--- src/fwpc_pkg.sv ---
// constants for the fifo / waveform pin configuration block
package fwpc_pkg;

    // interface mode field, interfaceConfig[1:0]
    localparam logic [1:0] FWPC_MODE_PORTS    = 2'h0;
    localparam logic [1:0] FWPC_MODE_RESERVED = 2'h1;
    localparam logic [1:0] FWPC_MODE_WAVEFORM = 2'h2;
    localparam logic [1:0] FWPC_MODE_FIFO     = 2'h3;
    localparam int FWPC_CFG_MODE_LSB = 0;
    localparam int FWPC_CFG_MODE_MSB = 1;

    // interface configuration bit positions
    localparam int FWPC_CFG_INV_BIT    = 4;
    localparam int FWPC_CFG_FREQ_BIT   = 5;
    localparam int FWPC_CFG_CLKOE_BIT  = 6;
    localparam int FWPC_CFG_INTCLK_BIT = 7;

    // fifo pin polarity bit positions
    localparam int FWPC_POL_WR_BIT = 2;
    localparam int FWPC_POL_RD_BIT = 3;

    // pin counts
    localparam int FWPC_NUM_READY  = 6;
    localparam int FWPC_NUM_CTRL   = 6;
    localparam int FWPC_NUM_FIFOS  = 4;
    localparam int FWPC_NUM_FLAGS  = 3;
    localparam int FWPC_SEL_W      = 2;
    localparam int FWPC_SYNC_W     = 11;

    // sync vector layout
    localparam int FWPC_SY_READY_LSB = 0;
    localparam int FWPC_SY_IRQ4      = 6;
    localparam int FWPC_SY_IRQ5N     = 7;
    localparam int FWPC_SY_SEL_LSB   = 8;
    localparam int FWPC_SY_IFACE_CLK = 10;
    // irq5 pin idles high, all others idle low
    localparam logic [10:0] FWPC_SYNC_RST = 11'h080;

    // reset values of pins
    localparam logic [5:0] FWPC_CTRL_RST = 6'h3F;

    // internal interface clock: core clock 20 ns, half periods in core cycles
    localparam int FWPC_CORE_PERIOD_NS = 20;
    localparam int FWPC_HALF_FAST_NS   = 20;
    localparam int FWPC_HALF_SLOW_NS   = 40;
    localparam logic [2:0] FWPC_HALF_FAST =
        3'((FWPC_HALF_FAST_NS + FWPC_CORE_PERIOD_NS - 1) / FWPC_CORE_PERIOD_NS);
    localparam logic [2:0] FWPC_HALF_SLOW =
        3'((FWPC_HALF_SLOW_NS + FWPC_CORE_PERIOD_NS - 1) / FWPC_CORE_PERIOD_NS);

endpackage : fwpc_pkg

--- src/fwpc_sync3.sv ---
// three-stage pin synchroniser with agreement filter
`timescale 1ns/1ps
module fwpc_sync3
    import fwpc_pkg::*;
#(
    parameter int          WIDTH   = 1,
    parameter logic [WIDTH-1:0] RST_VAL = '0
) (
    input  wire logic             clock,
    input  wire logic             rst_n,
    input  wire logic [WIDTH-1:0] pinIn,
    output logic      [WIDTH-1:0] levelOut
);
    logic [WIDTH-1:0] stage1Reg;
    logic [WIDTH-1:0] stage2Reg;
    logic [WIDTH-1:0] stage3Reg;

    // shift chain; stage one feeds only stage two
    always_ff @(posedge clock) begin
        if (!rst_n) begin
            stage1Reg <= RST_VAL;
            stage2Reg <= RST_VAL;
            stage3Reg <= RST_VAL;
        end else begin
            stage1Reg <= pinIn;
            stage2Reg <= stage1Reg;
            stage3Reg <= stage2Reg;
        end
    end

    // a change is accepted once stages two and three agree
    genvar i;
    generate
        for (i = 0; i < WIDTH; i++) begin : g_agree
            always_ff @(posedge clock) begin
                if (!rst_n) begin
                    levelOut[i] <= RST_VAL[i];
                end else if (stage2Reg[i] == stage3Reg[i]) begin
                    levelOut[i] <= stage3Reg[i];
                end
            end
        end
    endgenerate
endmodule : fwpc_sync3

--- src/fwpc_clk_div.sv ---
// divider that makes the internally sourced interface clock
`timescale 1ns/1ps
module fwpc_clk_div
    import fwpc_pkg::*;
(
    input  wire logic clock,
    input  wire logic rst_n,
    input  wire logic enable,
    input  wire logic fastSel,
    output logic      clkOut
);
    logic [2:0] countReg;
    logic [2:0] halfLen;

    assign halfLen = fastSel ? FWPC_HALF_FAST : FWPC_HALF_SLOW;

    // toggle every half period while enabled, park low otherwise
    always_ff @(posedge clock) begin
        if (!rst_n || !enable) begin
            countReg <= 3'h0;
            clkOut   <= 1'b0;
        end else if (countReg >= halfLen - 3'h1) begin
            countReg <= 3'h0;
            clkOut   <= ~clkOut;
        end else begin
            countReg <= countReg + 3'h1;
        end
    end
endmodule : fwpc_clk_div

--- src/fwpc_pin_config.sv ---
// pin multiplexer for the waveform engine and slave fifo interface pins
`timescale 1ns/1ps
module fwpc_pin_config
    import fwpc_pkg::*;
(
    input  wire logic                      clock,
    input  wire logic                      rst_n,
    // configuration
    input  wire logic [7:0]                interfaceConfig,
    input  wire logic [7:0]                fifoPinPolarity,
    // device pins
    input  wire logic [FWPC_NUM_READY-1:0] readyInPins,
    output logic      [FWPC_NUM_CTRL-1:0]  ctrlOutPins,
    input  wire logic [FWPC_SEL_W-1:0]     fifoSelectPins,
    input  wire logic                      interfaceClockIn,
    output logic                           interfaceClockOut,
    output logic                           interfaceClockOe,
    input  wire logic                      extIrqFour,
    input  wire logic                      extIrqFiveN,
    // waveform engine side
    input  wire logic [FWPC_NUM_CTRL-1:0]  waveformCtrl,
    output logic      [FWPC_NUM_READY-1:0] waveformReady,
    // slave fifo side
    input  wire logic [FWPC_NUM_FIFOS-1:0] fifoProgLevel,
    input  wire logic [FWPC_NUM_FIFOS-1:0] fifoFull,
    input  wire logic [FWPC_NUM_FIFOS-1:0] fifoEmpty,
    output logic      [FWPC_SEL_W-1:0]     fifoSelect,
    output logic                           fifoReadPulse,
    output logic                           fifoWritePulse,
    // timing and interrupt events
    output logic                           interfaceClockTick,
    output logic                           irqFourReq,
    output logic                           irqFiveReq
);

    typedef enum logic [1:0] {
        FWPC_ROUTE_PORTS,
        FWPC_ROUTE_ENGINE,
        FWPC_ROUTE_FIFO
    } fwpc_route_type;

    // picks one fifo's condition by the select lines
    function automatic logic fwpcPick(
        input logic [FWPC_NUM_FIFOS-1:0] cond,
        input logic [FWPC_SEL_W-1:0]     sel
    );
        fwpcPick = cond[sel];
    endfunction : fwpcPick

    // true when a strobe level matches its programmed active level
    function automatic logic fwpcActive(
        input logic level,
        input logic activeHigh
    );
        fwpcActive = (level == activeHigh);
    endfunction : fwpcActive

    // routing of the shared pins
    fwpc_route_type            route;
    logic                      fifoRoute;

    // synchronised pin levels
    logic [FWPC_SYNC_W-1:0]    syncIn;
    logic [FWPC_SYNC_W-1:0]    syncLevel;
    logic [FWPC_NUM_READY-1:0] readyLevel;
    logic [FWPC_SEL_W-1:0]     selLevel;
    logic                      irqFourLevel;
    logic                      irqFiveNLevel;
    logic                      extClkLevel;

    // interface clock source and edge history
    logic                      intClk;
    logic                      intClkSel;
    logic                      invertClk;
    logic                      rawClk;
    logic                      effClk;
    logic                      effClkPrev_reg;
    logic                      tick;

    // interrupt pin history
    logic                      irqFourPrev_reg;
    logic                      irqFiveNPrev_reg;

    // strobes and shared outputs
    logic                      readActive;
    logic                      writeActive;
    logic [FWPC_NUM_FIFOS-1:0] flagCond [FWPC_NUM_FLAGS];
    logic [FWPC_NUM_FLAGS-1:0] flagPin_next;
    logic [FWPC_NUM_CTRL-1:0]  ctrlOut_next;

    // decode the mode field into a pin route
    always_comb begin
        case (interfaceConfig[FWPC_CFG_MODE_MSB:FWPC_CFG_MODE_LSB])
            FWPC_MODE_WAVEFORM: route = FWPC_ROUTE_ENGINE;
            FWPC_MODE_FIFO:     route = FWPC_ROUTE_FIFO;
            default:            route = FWPC_ROUTE_PORTS;
        endcase
    end

    // gather every asynchronous pin into one synchroniser
    assign syncIn = {interfaceClockIn, fifoSelectPins, extIrqFiveN, extIrqFour, readyInPins};

    // three-stage filter on every asynchronous pin
    fwpc_sync3 #(
        .WIDTH   (FWPC_SYNC_W),
        .RST_VAL (FWPC_SYNC_RST)
    ) u_sync (
        .clock    (clock),
        .rst_n    (rst_n),
        .pinIn    (syncIn),
        .levelOut (syncLevel)
    );

    // slices of the synchronised pin vector
    assign readyLevel    = syncLevel[FWPC_SY_READY_LSB +: FWPC_NUM_READY];
    assign irqFourLevel  = syncLevel[FWPC_SY_IRQ4];
    assign irqFiveNLevel = syncLevel[FWPC_SY_IRQ5N];
    assign selLevel      = syncLevel[FWPC_SY_SEL_LSB +: FWPC_SEL_W];
    assign extClkLevel   = syncLevel[FWPC_SY_IFACE_CLK];

    // the fifo route also gates the strobes, flags and shared ready bits
    assign fifoRoute = (route == FWPC_ROUTE_FIFO);

    // interface clock source selection
    assign intClk    = interfaceConfig[FWPC_CFG_INTCLK_BIT];
    assign intClkSel = interfaceConfig[FWPC_CFG_FREQ_BIT];
    assign invertClk = interfaceConfig[FWPC_CFG_INV_BIT];

    // divider for the internally sourced clock
    fwpc_clk_div u_clk_div (
        .clock   (clock),
        .rst_n   (rst_n),
        .enable  (intClk),
        .fastSel (intClkSel),
        .clkOut  (rawClk)
    );

    // effective clock: chosen source, optionally inverted
    assign effClk = (intClk ? rawClk : extClkLevel) ^ invertClk;

    // rising edge of the effective clock, one core cycle wide
    assign tick   = effClk & ~effClkPrev_reg;

    // last level of the effective interface clock
    always_ff @(posedge clock) begin
        if (!rst_n) begin
            effClkPrev_reg <= invertClk; // idle level of the clock, so no false edge
        end else begin
            effClkPrev_reg <= effClk;
        end
    end

    // registered tick for the rest of the device
    always_ff @(posedge clock) begin
        if (!rst_n) begin
            interfaceClockTick <= 1'b0;
        end else begin
            interfaceClockTick <= tick;
        end
    end

    // clock pin level: divider output with the optional inversion
    always_ff @(posedge clock) begin
        if (!rst_n) begin
            interfaceClockOut <= 1'b0;
        end else begin
            interfaceClockOut <= rawClk ^ invertClk;
        end
    end

    // drive the clock pin only when sourced inside with its output enable bit set, otherwise float it
    always_ff @(posedge clock) begin
        if (!rst_n) begin
            interfaceClockOe <= 1'b0;
        end else begin
            interfaceClockOe <= intClk & interfaceConfig[FWPC_CFG_CLKOE_BIT];
        end
    end

    // strobes compared against their programmed active level
    assign readActive  = fwpcActive(readyLevel[0], fifoPinPolarity[FWPC_POL_RD_BIT]);
    assign writeActive = fwpcActive(readyLevel[1], fifoPinPolarity[FWPC_POL_WR_BIT]);

    // one read pulse per interface clock edge while the strobe is held active
    always_ff @(posedge clock) begin
        if (!rst_n) begin
            fifoReadPulse <= 1'b0;
        end else begin
            fifoReadPulse <= fifoRoute && tick && readActive;
        end
    end

    // one write pulse per interface clock edge while the strobe is held active
    always_ff @(posedge clock) begin
        if (!rst_n) begin
            fifoWritePulse <= 1'b0;
        end else begin
            fifoWritePulse <= fifoRoute && tick && writeActive;
        end
    end

    // fifo address latched on the interface clock
    always_ff @(posedge clock) begin
        if (!rst_n) begin
            fifoSelect <= '0;
        end else if (tick) begin
            fifoSelect <= selLevel;
        end
    end

    // ready inputs reach the engine unless the fifo owns them
    always_ff @(posedge clock) begin
        if (!rst_n) begin
            waveformReady <= '0;
        end else if (fifoRoute) begin
            waveformReady <= {readyLevel[FWPC_NUM_READY-1:2], 2'h0};
        end else begin
            waveformReady <= readyLevel;
        end
    end

    // flag conditions of every fifo, in pin order
    assign flagCond = '{fifoProgLevel, fifoFull, fifoEmpty};

    // a flag is low on its pin while the selected fifo meets its condition
    genvar f;
    generate
        for (f = 0; f < FWPC_NUM_FLAGS; f++) begin : g_flag
            assign flagPin_next[f] = ~fwpcPick(flagCond[f], selLevel);
        end
    endgenerate

    // shared outputs: engine controls or low-active fifo flags
    always_comb begin
        ctrlOut_next = ctrlOutPins;
        case (route)
            FWPC_ROUTE_FIFO: begin
                ctrlOut_next[0] = flagPin_next[0];
                ctrlOut_next[1] = flagPin_next[1];
                ctrlOut_next[2] = flagPin_next[2];
                ctrlOut_next[FWPC_NUM_CTRL-1:3] = waveformCtrl[FWPC_NUM_CTRL-1:3];
            end
            FWPC_ROUTE_ENGINE: begin
                ctrlOut_next = waveformCtrl;
            end
            FWPC_ROUTE_PORTS: begin
                ctrlOut_next = waveformCtrl;
            end
            default: begin
                ctrlOut_next = ctrlOutPins;
            end
        endcase
    end

    // outputs change only on interface clock edges, high out of reset
    always_ff @(posedge clock) begin
        if (!rst_n) begin
            ctrlOutPins <= FWPC_CTRL_RST;
        end else if (tick) begin
            ctrlOutPins <= ctrlOut_next;
        end
    end

    // fourth request: rising edge of the active-high pin
    always_ff @(posedge clock) begin
        if (!rst_n) begin
            irqFourPrev_reg <= FWPC_SYNC_RST[FWPC_SY_IRQ4];
            irqFourReq      <= 1'b0;
        end else begin
            irqFourPrev_reg <= irqFourLevel;
            irqFourReq      <= irqFourLevel & ~irqFourPrev_reg;
        end
    end

    // fifth request: falling edge of the active-low pin
    always_ff @(posedge clock) begin
        if (!rst_n) begin
            irqFiveNPrev_reg <= FWPC_SYNC_RST[FWPC_SY_IRQ5N];
            irqFiveReq       <= 1'b0;
        end else begin
            irqFiveNPrev_reg <= irqFiveNLevel;
            irqFiveReq       <= ~irqFiveNLevel & irqFiveNPrev_reg;
        end
    end

endmodule : fwpc_pin_config

--- config.mk ---
export PLATFORM = sky130hd
export DESIGN_NAME = fwpc_pin_config
export DESIGN_NICKNAME = d
export VERILOG_FILES = /design/src/fwpc_pkg.sv /design/src/fwpc_sync3.sv /design/src/fwpc_clk_div.sv /design/src/fwpc_pin_config.sv
export SDC_FILE = /design/constraint.sdc
export NUM_CORES = 1
export LEC_CHECK = 0
export BUFFER_PORTS_ARGS = -buffer_cell sky130_fd_sc_hd__buf_2
export CORE_MARGIN = 2
export CORE_UTILIZATION = 38
export DETAILED_ROUTE_END_ITERATION = 10
export PLACE_DENSITY = 0.72
export SYNTH_ARGS = -nofsm -noshare
export SYNTH_HDL_FRONTEND = slang
export SYNTH_SLANG_ARGS = --single-unit
--- constraint.sdc ---
create_clock -name clock -period 2 [get_ports clock]
set_input_delay 0.4 -clock clock [delete_from_list [all_inputs] [get_ports clock]]
set_output_delay 0.4 -clock clock [all_outputs]
set_load 0.01 [all_outputs]
### Yosys cells after proc, flatten, opt, wreduce, memory -nomap -nowiden

Index checks and enable logic that the tools add are counted.

| cells by class | value |
|---|---|
| $add $sub $neg | 2 |
| multipliers | 0 |
| divide/modulo/power cells | 0 |
| $lt $le $gt $ge | 2 |
| equal/unequal tests | 17 |
| shifts and indexed selects | 0 |
| multiplexer cells | 11 |
| bitwise gates (word level) | 14 |
| reductions and logical operators | 12 |

Operators by type and width:

| operator | number |
|---|---|
| 1-bit == test | 13 |
| 6-bit one-hot mux with 2 select lines | 1 |
| 1-bit inverter | 8 |
| 1-bit binary-select mux with 2-bit select | 3 |
| 2-bit == test (second input constant) | 3 |
| 2-bit OR reduction | 3 |
| 1-bit two-way mux | 5 |
| 1-bit AND | 4 |
| 2-bit one-hot mux with 2 select lines | 1 |
| 3-bit by 1-bit adder with 3-bit output (second input constant) | 1 |
| 3-bit greater-or-equal comparator | 1 |
| 1-bit logical AND | 3 |
| 2-bit by 3-bit < comparator with 1-bit output (second input constant) | 1 |
| 3-bit by 1-bit subtractor with 3-bit output (second input constant) | 1 |
| 2-bit by 1-bit == test with 1-bit output (second input constant) | 1 |
| 1-bit logical NOT | 2 |
| 2-bit logical NOT | 1 |
| 2-bit two-way mux | 1 |
| 2-bit AND reduction | 1 |
| 2-bit nonzero test | 1 |
| 1-bit XOR | 2 |
| 1-bit logical OR | 1 |

| word-level totals | value |
|---|---|
| register bits | 72 |
| latch bits | 0 |
| memory bits (writable) | 0 |
| bits in read-only memories | 0 |
| output and inout port bits | 21 |
| logic and storage cells | 88 |
| memories | 0 |

### Logic depth before layout (Yosys ltp)

| logic depth | value |
|---|---|
| depth in word-level cells | 6 |
| gate-level depth with buffers | 5 |
| depth with buffers taken out | 5 |

### Cells and area by module

From an unflattened synthesis, not the netlist that was laid out.

| unflattened totals | value |
|---|---|
| cell total of the unflattened synthesis | 217 |
| area total of the unflattened synthesis | 2387.3 µm² |

By module, submodules not included:

| module | instances | cells each | area each (µm²) | sequential area each (µm²) |
|---|---|---|---|---|
| fwpc_sync3 | 1 | 114 | 1321.3 | 880.8 |
| fwpc_pin_config | 1 | 85 | 880.8 | 480.5 |
| fwpc_clk_div | 1 | 18 | 185.2 | 80.1 |

### Least setup slack after synthesis

Ideal clock, no wire load.

| path | value |
|---|---|
| path kind | input to register |
| from | input port interfaceConfig[7] |
| to | register ctrlOutPins[3] |
| arrival | 1.401 ns |
| required time | 1.875 ns |
| slack | 0.474 ns |
| stages | 5 |
| path buffers | 1 |
| cells stage by stage | mux2i_2 mux2i_2 buf_4 mux2i_1 nand2_1 |

| between the ends | value |
|---|---|
| word-level cells in the longest chain between the ends | 4 |

Ends and longest elaborated chain:

| what | RTL line | RTL |
|---|---|---|
| start: declaration | fwpc_pin_config.sv:9 | `input wire logic [7:0] interfaceConfig,` |
| 1-bit two-way mux | fwpc_pin_config.sv:139 | `assign effClk = (intClk ? rawClk : extClkLevel) ^ invertClk;` |
| 1-bit XOR | fwpc_pin_config.sv:139 |  |
| 1-bit AND | fwpc_pin_config.sv:142 | `assign tick = effClk & ~effClkPrev_reg;` |
| 2-bit AND reduction (no line) | - |  |
| end signal: assignment | fwpc_pin_config.sv:260 | `ctrlOutPins <= ctrlOut_next;` |
| end: declaration | fwpc_pin_config.sv:13 | `output logic [FWPC_NUM_CTRL-1:0] ctrlOutPins,` |

No other way between the ends.
A chain may end at the register's enable or synchronous reset.

### Worst setup path after layout

| path | value |
|---|---|
| from | register u_clk_div.countReg[0] |
| to | register u_clk_div.clkOut |

| between the ends | value |
|---|---|
| word-level cells in the longest chain between the ends | 1 |

Ends and longest elaborated chain:

| what | RTL line | RTL |
|---|---|---|
| start: declaration | fwpc_clk_div.sv:12 | `logic [2:0] countReg;` |
| start signal: assignment | fwpc_clk_div.sv:26 | `countReg <= countReg + 3'h1;` |
| 3-bit greater-or-equal comparator | fwpc_clk_div.sv:22 | `end else if (countReg >= halfLen - 3'h1) begin` |
| end signal: assignment | fwpc_clk_div.sv:24 | `clkOut <= ~clkOut;` |
| end: declaration | fwpc_clk_div.sv:10 | `output logic clkOut` |

No other way between the ends.

==> metrics.txt <==
status finished clean; total grt overflow 0; residual DRC count 0; maximum VDD drop slightly above 0.5 mV; DP HPWL between 2 and 3 mm; met2 global-route usage 20.9%; relative slew slack 66.9%; Power Density 1040 mW/mm2; die width 81.9 um; synth unique cells 24; final hold slack 247 ps; H-tree Lvls 3; First-pass DRT Iterations 4; unrepaired setup endpoints after global routing false; P&R area growth vs syn 27.4%; Hold Buf Count CTS 0; Final Wtd Congestion 0.718; row cnt 28; crit path kind flip-flop to flip-flop; top-area cell type share of the netlist area 62.6%; Tmin final 1510 ps; Final Power 3.05 mW; Synth Instances 217; FMAX roughly 0.66 GHz; CTS tree done; Design Area, Final 0.00294 mm2; Core Region 0.00589 mm2; Yosys reg bits 72; Pleak 1.30 nW; multi-input combinational cell area 810 um2; largest net degree at the start of global routing 49; max cap viols 0; Storage cell area 0.00144 mm2; met1 Use GR 13.0%; worst hold path class primary input to flip-flop; die area 0.00670 mm2; non-filler cells, final 362; fin nets 331; First DRT Iteration DRCs 36; Initial Utilization around two fifths; Worst Tran Pin Value 489 ps; initial antenna violation count 0; final setup TNS 0 ps; Vias/cell 4.54; Worst EP required 2230 ps; synthesized area 0.00230 mm2; critical path launch point type flip-flop; Worst path slowest cell nor4b_1; first-pass GRT wire length between 6 and 7 mm; vias in the first global route 1509; Buffers on Ports between 50 and 60; Worst Path Arrival 1740 ps; setup ws final 489 ps; area leader, netlist dfxtp_1; WHS Path Cells 2; Clk pin slew, worst setup/hold paths 70 ps; clock latency on the worst-skew pair 330 ps; crit-path cells inv_1 -> ha_1 -> nor4b_1 -> xnor2_1 -> and3_1; GRT met3 Usage under 10%; Resized Gates After CTS 0; Die Y roughly 82 um; final setup fails 0; period utilization 75.5%; via count 1644; Post-Place Worst Slack 332 ps; CTS buffer count 9; buffer count from post-CTS setup fixing 0; Worst setup EP type flip-flop; DRT antenna net count 0; CP peak stage delay 440 ps; Worst Skew 4.40 ps; fin. max-slew vios 0; Syn. warnings 0; clk root buf clkbuf_8; num ports 68; GRT Total Usage 12.5%; clk sink count 72; CP Max Fanout 3; final hold viol count 0; Placed Area 0.00268 mm2; Mapped Nets 266; r2r worst-path depth 5; Inst Count DP 346; total wire length between 3 and 4 mm; # diodes 0; Top Usage Layer GRT met2; Post-Route Utilization about half; routed len/inst 10.7 um; Mapped Avg Cell Area about 11 um2; Synth area leaders dfxtp_1, and2_1, mux2i_1; fill count 573; share of layout cells above drive strength 1 27.9%; sequential-to-total area share from yosys stat 62.6%; Clock Path Buffers 2
==> layout make-up <==
| class | instances | share of cell area (%) |
|---|---|---|
| clock buffers | 11 | 5.16 |
| repair buffers | 62 | 10.8 |
| flip-flops and latches | 72 | 49.1 |
| clock inverters | 5 | 3.50 |
| multi-input cells | 132 | 27.6 |
| well taps | 75 | 3.20 |
| inverters | 5 | 0.639 |
==> critical path: cells and delay by family, from the launching register on <==
| family | cells | cell delay, ps |
|---|---|---|
| and+or+nand+nor | 2 | 630 |
| DFF | 1 | 360 |
| adders and majority gates | 1 | 270 |
| xor gates and xnor gates | 1 | 110 |
| buffers and inverters | 1 | 50 |
==> power by group <==
part | leakage (nW) | switching (mW) | total, mW | internal (mW)
clock network | 0.126 | 0.505 | 1.40 | 0.894
registers | 0.588 | 0.0171 | 1.50 | 1.48
logic | 0.582 | 0.0735 | 0.154 | 0.0807
total | 1.30 | 0.596 | 3.05 | 2.45
==> worst paths after layout <==
kind                               from             endpoint  slack (ps)
setup / recovery  u_clk_div.countReg[0]     u_clk_div.clkOut         490
hold / removal              extIrqFiveN  u_sync.stage1Reg[7]         250
setup reg to reg  u_clk_div.countReg[0]     u_clk_div.clkOut         490
hold reg to reg         irqFourPrev_reg           irqFourReq         390
==> cells by family after synthesis <==
group / Yosys count / share of synthesized area (%)
AND/OR/NAND/NOR: 80 / 18.6
flip-flops: 72 / 62.6
AO/OA/AOI/OAI: 31 / 7.22
buffers and inverters: 13 / 2.28
multiplexers: 13 / 5.98
XOR/XNOR: 6 / 2.28
adder cells (fa/ha/maj): 2 / 1.09
==> metal layers <==
layer	up-vias	wire [um]
met5	-	0
met4	0	67
met3	8	328
met2	49	1820
met1	750	1670
li1	837	-
==> cells in the mapped netlist (all sizes together) <==
cell type  instances
mux2i             13
nand3              1
nor3               3
o31ai              3
buf                1
xnor2              3
o22ai              3
inv                4
o21ai             11
nor2b              2
dfxtp             72
nand2             15
clkbuf             7
and2              36
ha                 2
xor2               3
a21oi             14
clkinv             1
and3               4
nand2b             4
nor2              13
nor4b              1
or3                1
==> layout by cell type (no fill, tap or decap), types with 2 or more instances in the layout <==
cell / n
nand2_1: 15
and2_1: 36
and3_1: 4
bufinv_16: 3
inv_1: 4
nor2b_1: 2
nor3_1: 3
ha_1: 2
nor2_1: 13
clkbuf_8: 11
a21oi_1: 14
xnor2_1: 3
dfxtp_1: 72
o22ai_1: 3
mux2i_1: 11
o31ai_1: 3
buf_2: 59
nand2b_1: 4
o21ai_0: 11
mux2i_2: 2
xor2_1: 3
buf_4: 3
(Power assumes the default switching activity.)
